**src/pkg/ttx_consts.svh**
```systemverilog
`ifndef TTX_CONSTS_SVH
`define TTX_CONSTS_SVH

// ==========================================================
// Clock and line timing
// ==========================================================
// Core clock period in ns
`define TTX_CLK_NS 16'h000A
// Sync-to-teletext offset in ns (10.2 us)
`define TTX_OFFSET_NS 16'h27D8
// Offset in clock cycles, least time so rounded up
`define TTX_OFFSET_CYC (12'((`TTX_OFFSET_NS + `TTX_CLK_NS - 16'h0001) / `TTX_CLK_NS))
// Edge-detect latency of the synchronised sync input
`define TTX_HS_LAT 12'h003
// Latency of the two-stage data synchroniser
`define TTX_DAT_LAT 12'h002

// ==========================================================
// Bit sequencer
// ==========================================================
// Teletext bits per line
`define TTX_LINE_BITS 9'h168
// Bits per repeating group
`define TTX_GRP_BITS 6'h25
// Clocks per group
`define TTX_GRP_CYC 8'h90
// Clocks for all bits of one line (9 groups plus 27 bits)
`define TTX_LINE_CYC 12'h57A
// Short and long bit lengths in clocks
`define TTX_SHORT_LEN 3'h3
`define TTX_LONG_LEN 3'h4
// Group positions of the short bits
`define TTX_SHORT_A 6'h0A
`define TTX_SHORT_B 6'h13
`define TTX_SHORT_C 6'h1C
`define TTX_SHORT_D 6'h25
// Request shortening per step of the width field, in clocks
`define TTX_WIDTH_STEP 12'h004

`endif

```
**src/pkg/ttx_pkg.sv**
```systemverilog
package ttx_pkg;

    // ==========================================================
    // Types
    // ==========================================================
    // Line sequencer states
    typedef enum logic [1:0] {
        TTX_IDLE,
        TTX_WAIT,
        TTX_RUN
    } ttx_state_t;

    // Buffered word: short-bit flag and the data bit
    typedef logic [1:0] ttx_word_t;

endpackage

```
**src/design/ttx_buf2.sv**
```systemverilog
`timescale 1ns/1ns
module ttx_buf2 #(
    parameter int WIDTH = 2,
    parameter int DEPTH = 2
) (
    input wire logic core_clk, // System clock
    input wire logic rst, // Async reset, active high
    input wire logic in_valid, // Word offered
    output logic in_ready, // Room for a word
    input wire logic [WIDTH-1:0] in_data, // Word to store
    output logic out_valid, // Word available
    input wire logic out_ready, // Drain side takes word
    output logic [WIDTH-1:0] out_data // Oldest word
);
    localparam int PW = (DEPTH > 1) ? $clog2(DEPTH) : 1;

    // ==========================================================
    // Storage and pointers
    // ==========================================================
    logic [WIDTH-1:0] mem_r [DEPTH]; // Entries
    logic [PW-1:0] wr_r; // Write index
    logic [PW-1:0] rd_r; // Read index
    logic [PW:0] cnt_r; // Fill level
    wire do_wr = in_valid & in_ready; // Accepted write
    wire do_rd = out_valid & out_ready; // Accepted read

    // Honest flags straight from the fill level
    // Level is one bit wider than an index, so full must be cast to that width
    assign in_ready = (cnt_r != (PW+1)'(DEPTH));
    assign out_valid = (cnt_r != '0);
    assign out_data = mem_r[rd_r];

    function automatic logic [PW-1:0] bump(input logic [PW-1:0] p);
        bump = (p == PW'(DEPTH - 1)) ? '0 : p + 1'b1;
    endfunction

    // Write side
    always_ff @(posedge core_clk or posedge rst) begin
        if (rst) begin
            wr_r <= '0;
            for (int i = 0; i < DEPTH; i++) mem_r[i] <= '0;
        end else if (do_wr) begin
            mem_r[wr_r] <= in_data;
            wr_r <= bump(wr_r);
        end
    end

    // Read side and level
    always_ff @(posedge core_clk or posedge rst) begin
        if (rst) begin
            rd_r <= '0;
            cnt_r <= '0;
        end else begin
            if (do_rd) rd_r <= bump(rd_r);
            cnt_r <= cnt_r + (PW+1)'(do_wr) - (PW+1)'(do_rd);
        end
    end

endmodule

```
**src/design/ttx_inserter.sv**
```systemverilog
`timescale 1ns/1ns
`include "ttx_consts.svh"

module ttx_inserter import ttx_pkg::*; #(
    parameter int DLY_W = 8
) (
    input wire logic core_clk, // System clock
    input wire logic rst, // Async reset, active high
    input wire logic hsync_n_in, // Horizontal sync pin, active low
    input wire logic teletext_data_in, // Serial teletext pin
    input wire logic teletext_enable_bit, // Teletext enable from mode logic
    input wire logic line_enable, // This line carries teletext
    input wire logic [3:0] request_width_field, // Request shortening code
    input wire logic [DLY_W-1:0] source_pipeline_delay, // Source delay, clocks
    output logic teletext_request_strobe, // Request to source, registered
    output logic insert_window, // Insertion window, registered
    output logic out_valid, // Sample to interpolator valid
    input wire logic out_ready, // Interpolator takes sample
    output logic out_bit, // Sampled teletext bit
    output logic out_short, // Sample came from a short bit
    output logic overrun // Sticky: a sample found no room
);

    // ==========================================================
    // Pin synchronisers
    // ==========================================================
    logic hs_s1_r; // Sync first stage
    logic hs_s2_r; // Sync second stage
    logic hs_s3_r; // Sync history for the edge
    logic dat_s1_r; // Data first stage
    logic dat_s2_r; // Data second stage

    // Both pins are asynchronous to the core clock
    always_ff @(posedge core_clk or posedge rst) begin
        if (rst) begin
            hs_s1_r <= 1'b1;
            hs_s2_r <= 1'b1;
            hs_s3_r <= 1'b1;
            dat_s1_r <= 1'b0;
            dat_s2_r <= 1'b0;
        end else begin
            hs_s1_r <= hsync_n_in;
            hs_s2_r <= hs_s1_r;
            hs_s3_r <= hs_s2_r;
            dat_s1_r <= teletext_data_in;
            dat_s2_r <= dat_s1_r;
        end
    end

    // Leading (falling) edge of sync, seen only past the second stage
    wire hs_lead = hs_s3_r & ~hs_s2_r;

    // ==========================================================
    // Decode helpers
    // ==========================================================
    // True for the three-clock positions of a group
    function automatic logic is_short(input logic [5:0] pos);
        is_short = (pos == `TTX_SHORT_A) || (pos == `TTX_SHORT_B) ||
                   (pos == `TTX_SHORT_C) || (pos == `TTX_SHORT_D);
    endfunction

    // Clocks a bit at this position lasts
    function automatic logic [2:0] slot_len(input logic [5:0] pos);
        slot_len = is_short(pos) ? `TTX_SHORT_LEN : `TTX_LONG_LEN;
    endfunction

    // ==========================================================
    // State
    // ==========================================================
    ttx_state_t state_r; // Line sequencer state
    ttx_state_t state_nxt; // Next state
    logic [11:0] cnt_r; // Clocks since the sync edge was seen
    logic [2:0] slot_r; // Clock within the current bit
    logic [5:0] grp_r; // Bit position in group, 1..37
    logic [8:0] bit_r; // Bit number in line, 1..360
    logic req_r; // Request strobe
    logic win_r; // Insertion window
    logic ovr_r; // Overrun flag
    logic ovr_nxt; // Next overrun flag

    // ==========================================================
    // Timing points
    // ==========================================================
    // Count value at which the first bit reaches the data stage
    wire [11:0] win_at = `TTX_OFFSET_CYC - `TTX_HS_LAT;
    // Source lead time: its delay plus our data synchroniser
    wire [11:0] lead = 12'(source_pipeline_delay) + `TTX_DAT_LAT;
    // Rise early by the lead; a too-long delay clamps to the sync edge
    wire [11:0] rise_at = (lead > win_at) ? 12'h000 : win_at - lead;
    // Full width unless the field trims the tail
    wire [11:0] trim = 12'(request_width_field) * `TTX_WIDTH_STEP;
    wire [11:0] fall_at = rise_at + `TTX_LINE_CYC - trim;
    wire line_ok = teletext_enable_bit & line_enable;
    wire active = (state_r != TTX_IDLE);

    // ==========================================================
    // Bit slot decode
    // ==========================================================
    wire [2:0] cur_len = slot_len(grp_r);
    wire slot_end = (slot_r == cur_len - 3'h1);
    wire slot_mid = (slot_r == (cur_len >> 1));
    wire last_bit = (bit_r == `TTX_LINE_BITS);
    wire grp_end = (grp_r == `TTX_GRP_BITS);
    wire run = (state_r == TTX_RUN);
    wire push = run & slot_mid;
    wire buf_in_ready;

    // Next state of the line sequencer
    always_comb begin
        state_nxt = state_r;
        case (state_r)
            TTX_IDLE: begin
                // Each enabled line is started the same way
                if (hs_lead && line_ok) state_nxt = TTX_WAIT;
            end
            TTX_WAIT: begin
                // Window opens at the fixed offset from sync
                if (cnt_r == win_at) state_nxt = TTX_RUN;
            end
            TTX_RUN: begin
                // Line ends after the last bit slot
                if (slot_end && last_bit) state_nxt = TTX_IDLE;
            end
            default: begin
                state_nxt = TTX_IDLE;
            end
        endcase
        // Clearing enable closes request and window at once
        if (!teletext_enable_bit) state_nxt = TTX_IDLE;
        // A fresh sync edge restarts or skips the line
        else if (hs_lead) state_nxt = line_enable ? TTX_WAIT : TTX_IDLE;
    end

    // Overrun: a new miss wins over the clear at the next sync edge
    assign ovr_nxt = (push & ~buf_in_ready) | (ovr_r & ~hs_lead);

    // State, line counter and flags
    always_ff @(posedge core_clk or posedge rst) begin
        if (rst) begin
            state_r <= TTX_IDLE;
            cnt_r <= 12'h000;
            ovr_r <= 1'b0;
        end else begin
            state_r <= state_nxt;
            ovr_r <= ovr_nxt;
            if (hs_lead) cnt_r <= 12'h000;
            else if (active) cnt_r <= cnt_r + 12'h001;
        end
    end

    // Request strobe, edges at programmed points
    always_ff @(posedge core_clk or posedge rst) begin
        if (rst) begin
            req_r <= 1'b0;
        end else if (state_nxt == TTX_IDLE || hs_lead) begin
            req_r <= 1'b0;
        end else if (cnt_r == rise_at) begin
            req_r <= 1'b1;
        end else if (cnt_r == fall_at) begin
            req_r <= 1'b0;
        end
    end

    // Window mirrors the running state
    always_ff @(posedge core_clk or posedge rst) begin
        if (rst) win_r <= 1'b0;
        else win_r <= (state_nxt == TTX_RUN);
    end

    // Bit sequencer: 3 or 4 clocks per bit, 37-bit groups
    always_ff @(posedge core_clk or posedge rst) begin
        if (rst) begin
            slot_r <= 3'h0;
            grp_r <= 6'h01;
            bit_r <= 9'h001;
        end else if (!run) begin
            slot_r <= 3'h0;
            grp_r <= 6'h01;
            bit_r <= 9'h001;
        end else if (slot_end) begin
            slot_r <= 3'h0;
            grp_r <= grp_end ? 6'h01 : grp_r + 6'h01;
            bit_r <= bit_r + 9'h001;
        end else begin
            slot_r <= slot_r + 3'h1;
        end
    end

    // ==========================================================
    // Sample buffer toward the interpolation filter
    // ==========================================================
    // The source cannot be paused, so a stall longer than two
    // samples is reported on the overrun flag instead of lost silently.
    ttx_buf2 #(
        .WIDTH(2),
        .DEPTH(2)
    ) u_buf (
        .core_clk(core_clk),
        .rst(rst),
        .in_valid(push),
        .in_ready(buf_in_ready),
        .in_data({is_short(grp_r), dat_s2_r}),
        .out_valid(out_valid),
        .out_ready(out_ready),
        .out_data({out_short, out_bit})
    );

    assign teletext_request_strobe = req_r;
    assign insert_window = win_r;
    assign overrun = ovr_r;

    // ==========================================================
    // Checks
    // ==========================================================
    logic [7:0] gcyc_r; // Clocks since the group began
    always_ff @(posedge core_clk or posedge rst) begin
        if (rst) gcyc_r <= 8'h00;
        else if (!run || (slot_end && grp_end)) gcyc_r <= 8'h00;
        else gcyc_r <= gcyc_r + 8'h01;
    end

    // Samples pushed so far in this line; cleared outside the run
    logic [8:0] npush_r; // Pushed samples in the line
    always_ff @(posedge core_clk or posedge rst) begin
        if (rst) npush_r <= 9'h000;
        else if (!run) npush_r <= 9'h000;
        else if (push) npush_r <= npush_r + 9'h001;
    end

    a_req_disabled: assert property (@(posedge core_clk) disable iff (rst)
        !teletext_enable_bit |=> !teletext_request_strobe)
        else $error("request active while teletext disabled");

    a_win_disabled: assert property (@(posedge core_clk) disable iff (rst)
        !teletext_enable_bit |=> !insert_window)
        else $error("window open while teletext disabled");

    a_win_offset: assert property (@(posedge core_clk) disable iff (rst)
        $rose(insert_window) |-> cnt_r == win_at + 12'h001)
        else $error("window opened off the sync offset");

    a_req_rise_pos: assert property (@(posedge core_clk) disable iff (rst)
        $rose(teletext_request_strobe) |-> cnt_r == rise_at + 12'h001)
        else $error("request rose at wrong point");

    a_req_full_width: assert property (@(posedge core_clk) disable iff (rst)
        $fell(teletext_request_strobe) && request_width_field == 4'h0 && !hs_lead
        && teletext_enable_bit |-> cnt_r == rise_at + `TTX_LINE_CYC + 12'h001)
        else $error("full-width request has wrong length");

    a_group_cycles: assert property (@(posedge core_clk) disable iff (rst)
        run && slot_end && grp_end |-> gcyc_r == `TTX_GRP_CYC - 8'h01)
        else $error("group did not take 144 clocks");

    a_short_slot: assert property (@(posedge core_clk) disable iff (rst)
        run && is_short(grp_r) |-> slot_r < `TTX_SHORT_LEN)
        else $error("short bit ran past three clocks");

    a_bit_range: assert property (@(posedge core_clk) disable iff (rst)
        run |-> bit_r >= 9'h001 && bit_r <= `TTX_LINE_BITS && grp_r <= `TTX_GRP_BITS)
        else $error("bit counter out of range");

    a_sample_mid: assert property (@(posedge core_clk) disable iff (rst)
        push |-> slot_r == (is_short(grp_r) ? 3'h1 : 3'h2))
        else $error("sample not at mid slot");

    a_line_skip: assert property (@(posedge core_clk) disable iff (rst)
        hs_lead && !line_enable |=> state_r == TTX_IDLE ##1 !insert_window)
        else $error("disabled line was not skipped");

    a_overrun_set: assert property (@(posedge core_clk) disable iff (rst)
        push && !buf_in_ready |=> overrun)
        else $error("lost sample not flagged");

    // A flag once set holds until the next sync edge clears it
    a_overrun_hold: assert property (@(posedge core_clk) disable iff (rst)
        overrun && !hs_lead |=> overrun)
        else $error("overrun flag cleared too early");

    // Trimmed request falls at its programmed tail point
    a_req_fall_pos: assert property (@(posedge core_clk) disable iff (rst)
        $fell(teletext_request_strobe) && !hs_lead && teletext_enable_bit
        && cnt_r != 12'h000 |-> cnt_r == fall_at + 12'h001)
        else $error("request fell at wrong point");

    // Request already stands when the first bit enters the window
    a_req_covers_win: assert property (@(posedge core_clk) disable iff (rst)
        $rose(insert_window) |-> teletext_request_strobe)
        else $error("window opened without request");

    // Two samples are never closer than a three-clock bit
    a_push_spacing: assert property (@(posedge core_clk) disable iff (rst)
        push |=> !push ##1 !push)
        else $error("samples taken too close together");

    // Every complete line offers the buffer exactly 360 samples, lost ones included
    a_line_bits: assert property (@(posedge core_clk) disable iff (rst)
        run && slot_end && last_bit |-> npush_r == `TTX_LINE_BITS)
        else $error("line sample count wrong");

endmodule

```
**config.mk**
```make
export PLATFORM = sky130hd
export DESIGN_NAME = ttx_inserter
export DESIGN_NICKNAME = d
export VERILOG_FILES = /design/src/pkg/ttx_pkg.sv /design/src/design/ttx_buf2.sv /design/src/design/ttx_inserter.sv
export VERILOG_INCLUDE_DIRS = /design/src /design/src/pkg
export SDC_FILE = /design/constraint.sdc
export NUM_CORES = 1
export LEC_CHECK = 0
export BUFFER_PORTS_ARGS = -buffer_cell sky130_fd_sc_hd__clkbuf_2
export CAP_MARGIN = 30
export CORE_MARGIN = 1
export CORE_UTILIZATION = 32
export DETAILED_ROUTE_END_ITERATION = 10
export PLACE_DENSITY = 0.46
export REMOVE_ABC_BUFFERS = 1
export SYNTH_ARGS = -nofsm -noshare
export SYNTH_HDL_FRONTEND = slang
export SYNTH_SLANG_ARGS = --single-unit
```
**constraint.sdc**
```tcl
create_clock -name core_clk -period 6.2 [get_ports core_clk]
set_input_delay 0.93 -clock core_clk [delete_from_list [all_inputs] [get_ports core_clk]]
set_output_delay 0.93 -clock core_clk [all_outputs]
set_load 0.02 [all_outputs]
```
Yosys cells after proc, flatten, opt, wreduce, memory -nomap -nowiden
Index checks and enable logic that the tools add are counted.
- bits in registers: 48
- latch bits: 0
- memory bits (writable): 0
- ROM bits: 0
- bits of input ports: 19
- memories kept: 0
- add/subtract/negate cells: 13
- $mul: 0
- div/mod/pow operators: 0
- order comparisons: 4
- eq/ne operators: 15
- shifts and indexed selects: 0
- mux-type cells: 29
- bitwise gates (word level): 13
- reduce and logical (&&, ||, !) cells: 13
- operator list (kind ; count):
    12-bit 2-to-1 mux ; 3
    12-bit == test ; 2
    2-bit 2-to-1 mux ; 9
    6-bit 2-to-1 mux ; 3
    9-bit 2-to-1 mux ; 2
    12-bit by 1-bit adder with 12-bit output (second input constant) ; 1
    12-bit by 11-bit adder with 12-bit output (second input constant) ; 1
    12-bit by 10-bit == test with 1-bit output (second input constant) ; 1
    6-bit by 5-bit == test with 1-bit output (second input constant) ; 2
    12-bit by 6-bit subtractor with 12-bit output ; 1
    10-bit by 9-bit subtractor with 11-bit output (first input constant) ; 1
    9-bit by 10-bit greater-than comparator with 1-bit output (second input constant) ; 1
    8-bit by 2-bit adder with 9-bit output (second input constant) ; 1
    9-bit by 1-bit adder with 9-bit output (second input constant) ; 1
    9-bit == test (second input constant) ; 1
    3-bit 2-to-1 mux ; 3
    1-bit AND ; 7
    6-bit by 1-bit adder with 6-bit output (second input constant) ; 1
    6-bit by 4-bit == test with 1-bit output (second input constant) ; 1
    6-bit == test (second input constant) ; 1
    1-bit 2-to-1 mux ; 6
    2-bit case mux with 3 select lines ; 1
    2-bit nonzero test ; 3
    4-bit bitwise mux ; 1
    20 further kinds ; 33

Longest topological paths before layout
- word-level depth: 15
- mapped depth: 14

Modules after synthesis
Synthesis repeated with hierarchy kept, for this count alone.
- cell total of the unflattened synthesis: 368
- area total of the unflattened synthesis: 3410.8 sq um
- modules (own cells, without submodules) (module ; instances ; cells an instance ; area an instance (sq um) ; seq. area each (sq um)):
    ttx_inserter ; 1 ; 335 ; 3012.9 ; 1007.2
    ttx_buf2 ; 1 ; 33 ; 397.9 ; 200.2

Least setup slack after synthesis
No wires, ideal clock.
- path kind: input to register
- start point: input source_pipeline_delay[1]
- end point: register req_r (netlist: teletext_request_strobe)
- setup time: 0.124 ns
- data arrival time: 4.028 ns
- path slack: 2.048 ns
- cell stages on the path: 14
- cells stage by stage: ha_1 > and2_2 > a21oi_1 > nand3_1 > xnor2_1 > ha_1 > inv_1 > ha_1 > o21ai_1 > or2b_2 > a31o_2 > or4_4 > a2111oi_4 > o21ai_2
- cells in the longest elaborated chain, start to end: 7
- elaborated cells on any way between the ends: 11
- RTL lines (what ; line ; RTL):
    from (decl) ; ttx_inserter.sv:14 ; input wire logic [DLY_W-1:0] source_pipeline_delay,
    8-bit by 2-bit adder with 9-bit output (no line) * ; n/a ;
    10-bit by 9-bit subtractor with 11-bit output or 9-bit by 10-bit greater-than comparator with 1-bit output (tied branches) ; ttx_inserter.sv:89 ; wire [11:0] rise_at = (lead > win_at) ? 12'h000 : win_at - lead;
    12-bit 2-to-1 mux * ; ttx_inserter.sv:89 ;
    12-bit by 11-bit adder with 12-bit output (no line) ; n/a ;
    12-bit by 6-bit subtractor with 12-bit output ; ttx_inserter.sv:92 ; wire [11:0] fall_at = rise_at + `TTX_LINE_CYC - trim;
    12-bit == test ; ttx_inserter.sv:159 ; end else if (cnt_r == fall_at) begin
    3-bit nonzero test (no line) ; n/a ;
    to (signal assigned) ; ttx_inserter.sv:156 ; req_r <= 1'b0;
    to (signal assigned) ; ttx_inserter.sv:158 ; req_r <= 1'b1;
    to (signal assigned) ; ttx_inserter.sv:160 ; req_r <= 1'b0;
    to (decl) ; ttx_inserter.sv:76 ; logic req_r;
Every way passes the cells marked *; elsewhere a longest branch is shown, timed or not.
A chain may end at the register's enable or synchronous reset.

Final worst setup path
Ends and elaborated chain as after synthesis.

==> run summary <==
GPL Wtd Cong -> 0.749
total grt overflow -> 0
RSZ-0062 raised after global routing -> false
routed vias/inst -> 4.82
Setup Buffers After CTS -> 0
hold_ws -> 0.359 ns
die width -> 104 microns
mapped cell area -> 3320 sq um
Die H -> 104 microns
Least-Margin Pin Slew -> 0.786 ns
PwrDens -> 204 nW/um^2
Worst Path Buf+Inv -> 2
FF+latch count, synth -> 48
DRT antenna net count -> 0
P&R area growth vs syn -> 9.74%
fin nets -> 410
Primary FF master, synth -> dfrtp_1
peak supply drop -> 137 uV
max cap viols -> 0
placed instance area -> 3530 sq um
first-pass GRT wire length -> 11400 microns
Crit. End Element -> register
outcome -> complete, no violations
Crit path depth -> 15
Mapped Cells -> 346
slowest stage delay, CP -> 0.54 ns
fin crit share -> 68.8%
num ports -> 25
clk buf depth -> 2
Setup TNS Final -> 0 ns
Hold Path Class -> reg2reg
Syn Area/Cell -> 9.58 sq um
H-tree depth -> 2
Synth async-reset ratio -> 100%
CTS resizes -> 0
critical path, cell by cell -> clkbuf_2, ha_1, and2_2, a21oi_1, nand3_1, xnor2_1, ha_1, inv_1, ha_1, o21ai_1, or2b_2, a31o_2, or4_4, a2111oi_4, o21ai_2
delay-heaviest family, CP -> simple AND/OR/NAND/NOR gates
cell area after layout -> 3640 sq um
num rows -> 36
CP most frequent cell -> ha_1
Setup Viol. Count Final -> 0
minimum clock period -> 4.27 ns
CTS Hold Bufs -> 0
Final Skew -> 0.00846 ns
Max Clk Rate -> 234 MHz
clk root buf -> clkbuf_8
Clk pin slew, worst setup/hold paths -> 0.09 ns
Sink Count -> 48
vias in the first global route -> 2305
Worst Path Max Fanout -> 12
initial antenna violation count -> 0
number of flops mapped to enable cells by yosys -> 0
DR DRC count -> 0
worst path arrival time -> 4.46 ns
Core Area -> 9910 sq um
reg2reg path depth -> 9
drt total wl -> 6530 microns
WS Path Type -> in2reg
initial DRC count -> 62
Max stage delay cell, worst path -> or4_4
PortBufs -> 24
Worst EP required -> 6.40 ns
non-filler cells, final -> 501
hold depth -> 0
routed wire length per instance -> 13.0 microns
Rel. slew slack -> 47.4%
cts bufs inserted -> 5
Final Hold Vio Count -> 0
largest net degree at the start of global routing -> 32
diodes inserted -> 0
DRT Pass-1 Iters -> 4
Seq/Total Area, Yosys -> 36.4%
starting density of the core -> 33.5%
Worst setup SP type -> primary input
max-slew violations -> 0
CTS tree -> yes
vias -> 2415
Leak Pwr -> 1.60 nW
Post-Place Cells -> 493
Die ar. -> 10800 sq um
worst slack, placed -> 1.61 ns
Clock Latency Late Sink -> 0.31 ns
layout cell share with drive strength beyond 1 -> 15.2%
setup ws final -> 1.93 ns
count of different cell masters after synthesis -> 61
synth warn -> 0
gr usage total -> 13.0%
dpl hpwl -> 4960 microns
## cells in the final DEF, fill, tap and decap left out, drive strengths merged, types with 2 or more instances in the layout
cell / instances
ha: 24
dfstp: 5
nand4b: 4
inv: 27
a211oi: 5
mux2i: 3
nor3: 6
o31ai: 2
nand3: 5
and3b: 2
a21oi: 12
a31o: 2
mux2: 6
nor4bb: 3
xor2: 21
and2: 3
dfrtp: 43
nor2: 32
or3: 4
nand4: 17
xnor2: 27
o21ai: 14
buf: 2
clkbuf: 29
nand2: 24
or4: 5
nand2b: 7
nor4: 3
and3: 3
nor2b: 7
## where the power goes
part / leakage, nW / internal, mW / switching (mW)
Combinational: 0.907 / 0.0773 / 0.0922
Clock: 0.0541 / 0.119 / 0.110
Sequential: 0.640 / 0.329 / 0.0138
## layer usage
layer	track usage [%]	wire [microns]	vias to the layer above
met5	0	0	-
met4	3.67	76	0
met3	2.08	156	7
met2	19.1	2720	32
met1	19.4	3570	1142
li1	-	-	1234
## sequential cells by signal, indices dropped and copies added, names as in the netlist, 2 cells and up
register	flops
u_buf.mem_r	4
cnt_r	12
slot_r	3
state_r	2
u_buf.cnt_r	2
bit_r	9
grp_r	6
## layout make-up
cell class | count | area (sq um)
clock buffers | 5 | 68.8
clock inverters | 3 | 42.5
fillers | 1045 | 6270
inverters | 27 | 101
multi-input cells | 259 | 1900
flip-flops and latches | 48 | 1210
well taps | 133 | 166
repair buffers | 26 | 148
## through the flow
step                      util [%]  power (mW)
final                         36.7       0.742
after global routing          36.7       0.791
after CTS                     36.7       0.757
after detailed placement      35.6       0.520
after global placement        35.4       0.516
after floorplan                  -       0.476
## Yosys cell counts, drive strengths merged, types with 7 or more instances
| master | instances | area share, % |
|---|---|---|
| xor2 | 21 | 5.8 |
| clkbuf | 8 | 1.5 |
| nor2 | 32 | 3.6 |
| nand2 | 24 | 2.7 |
| dfrtp | 43 | 32 |
| nand2b | 7 | 1.3 |
| inv | 27 | 3.1 |
| nor2b | 7 | 1.3 |
| nand4 | 17 | 3.2 |
| a21oi | 12 | 1.8 |
| ha | 24 | 9.1 |
| xnor2 | 27 | 7.1 |
| o21ai | 14 | 2.2 |
## logic make-up after synthesis
logic type | count (synthesis) | synth area share (%)
AOI/OAI and AO/OA | 46 | 9.43
xor gates and xnor gates | 50 | 14.3
adders and majority gates | 24 | 9.06
buffers and inverters | 39 | 6.15
DFF | 48 | 36.4
muxes | 9 | 3.06
and+or+nand+nor | 130 | 21.5
## worst paths after layout
check / endpoint / startpoint / slack [ns]
worst max-delay path: teletext_request_strobe / source_pipeline_delay[1] / 1.93
worst min-delay path: hs_s2_r / hs_s1_r / 0.36
worst max register to register: grp_r[3] / grp_r[0] / 2.99
worst min register to register: hs_s2_r / hs_s1_r / 0.36
max in group asynchronous: hs_s1_r / rst / 5.02
min in group asynchronous: grp_r[3] / rst / 0.60
No activity file was read; power rests on OpenSTA's default activity.
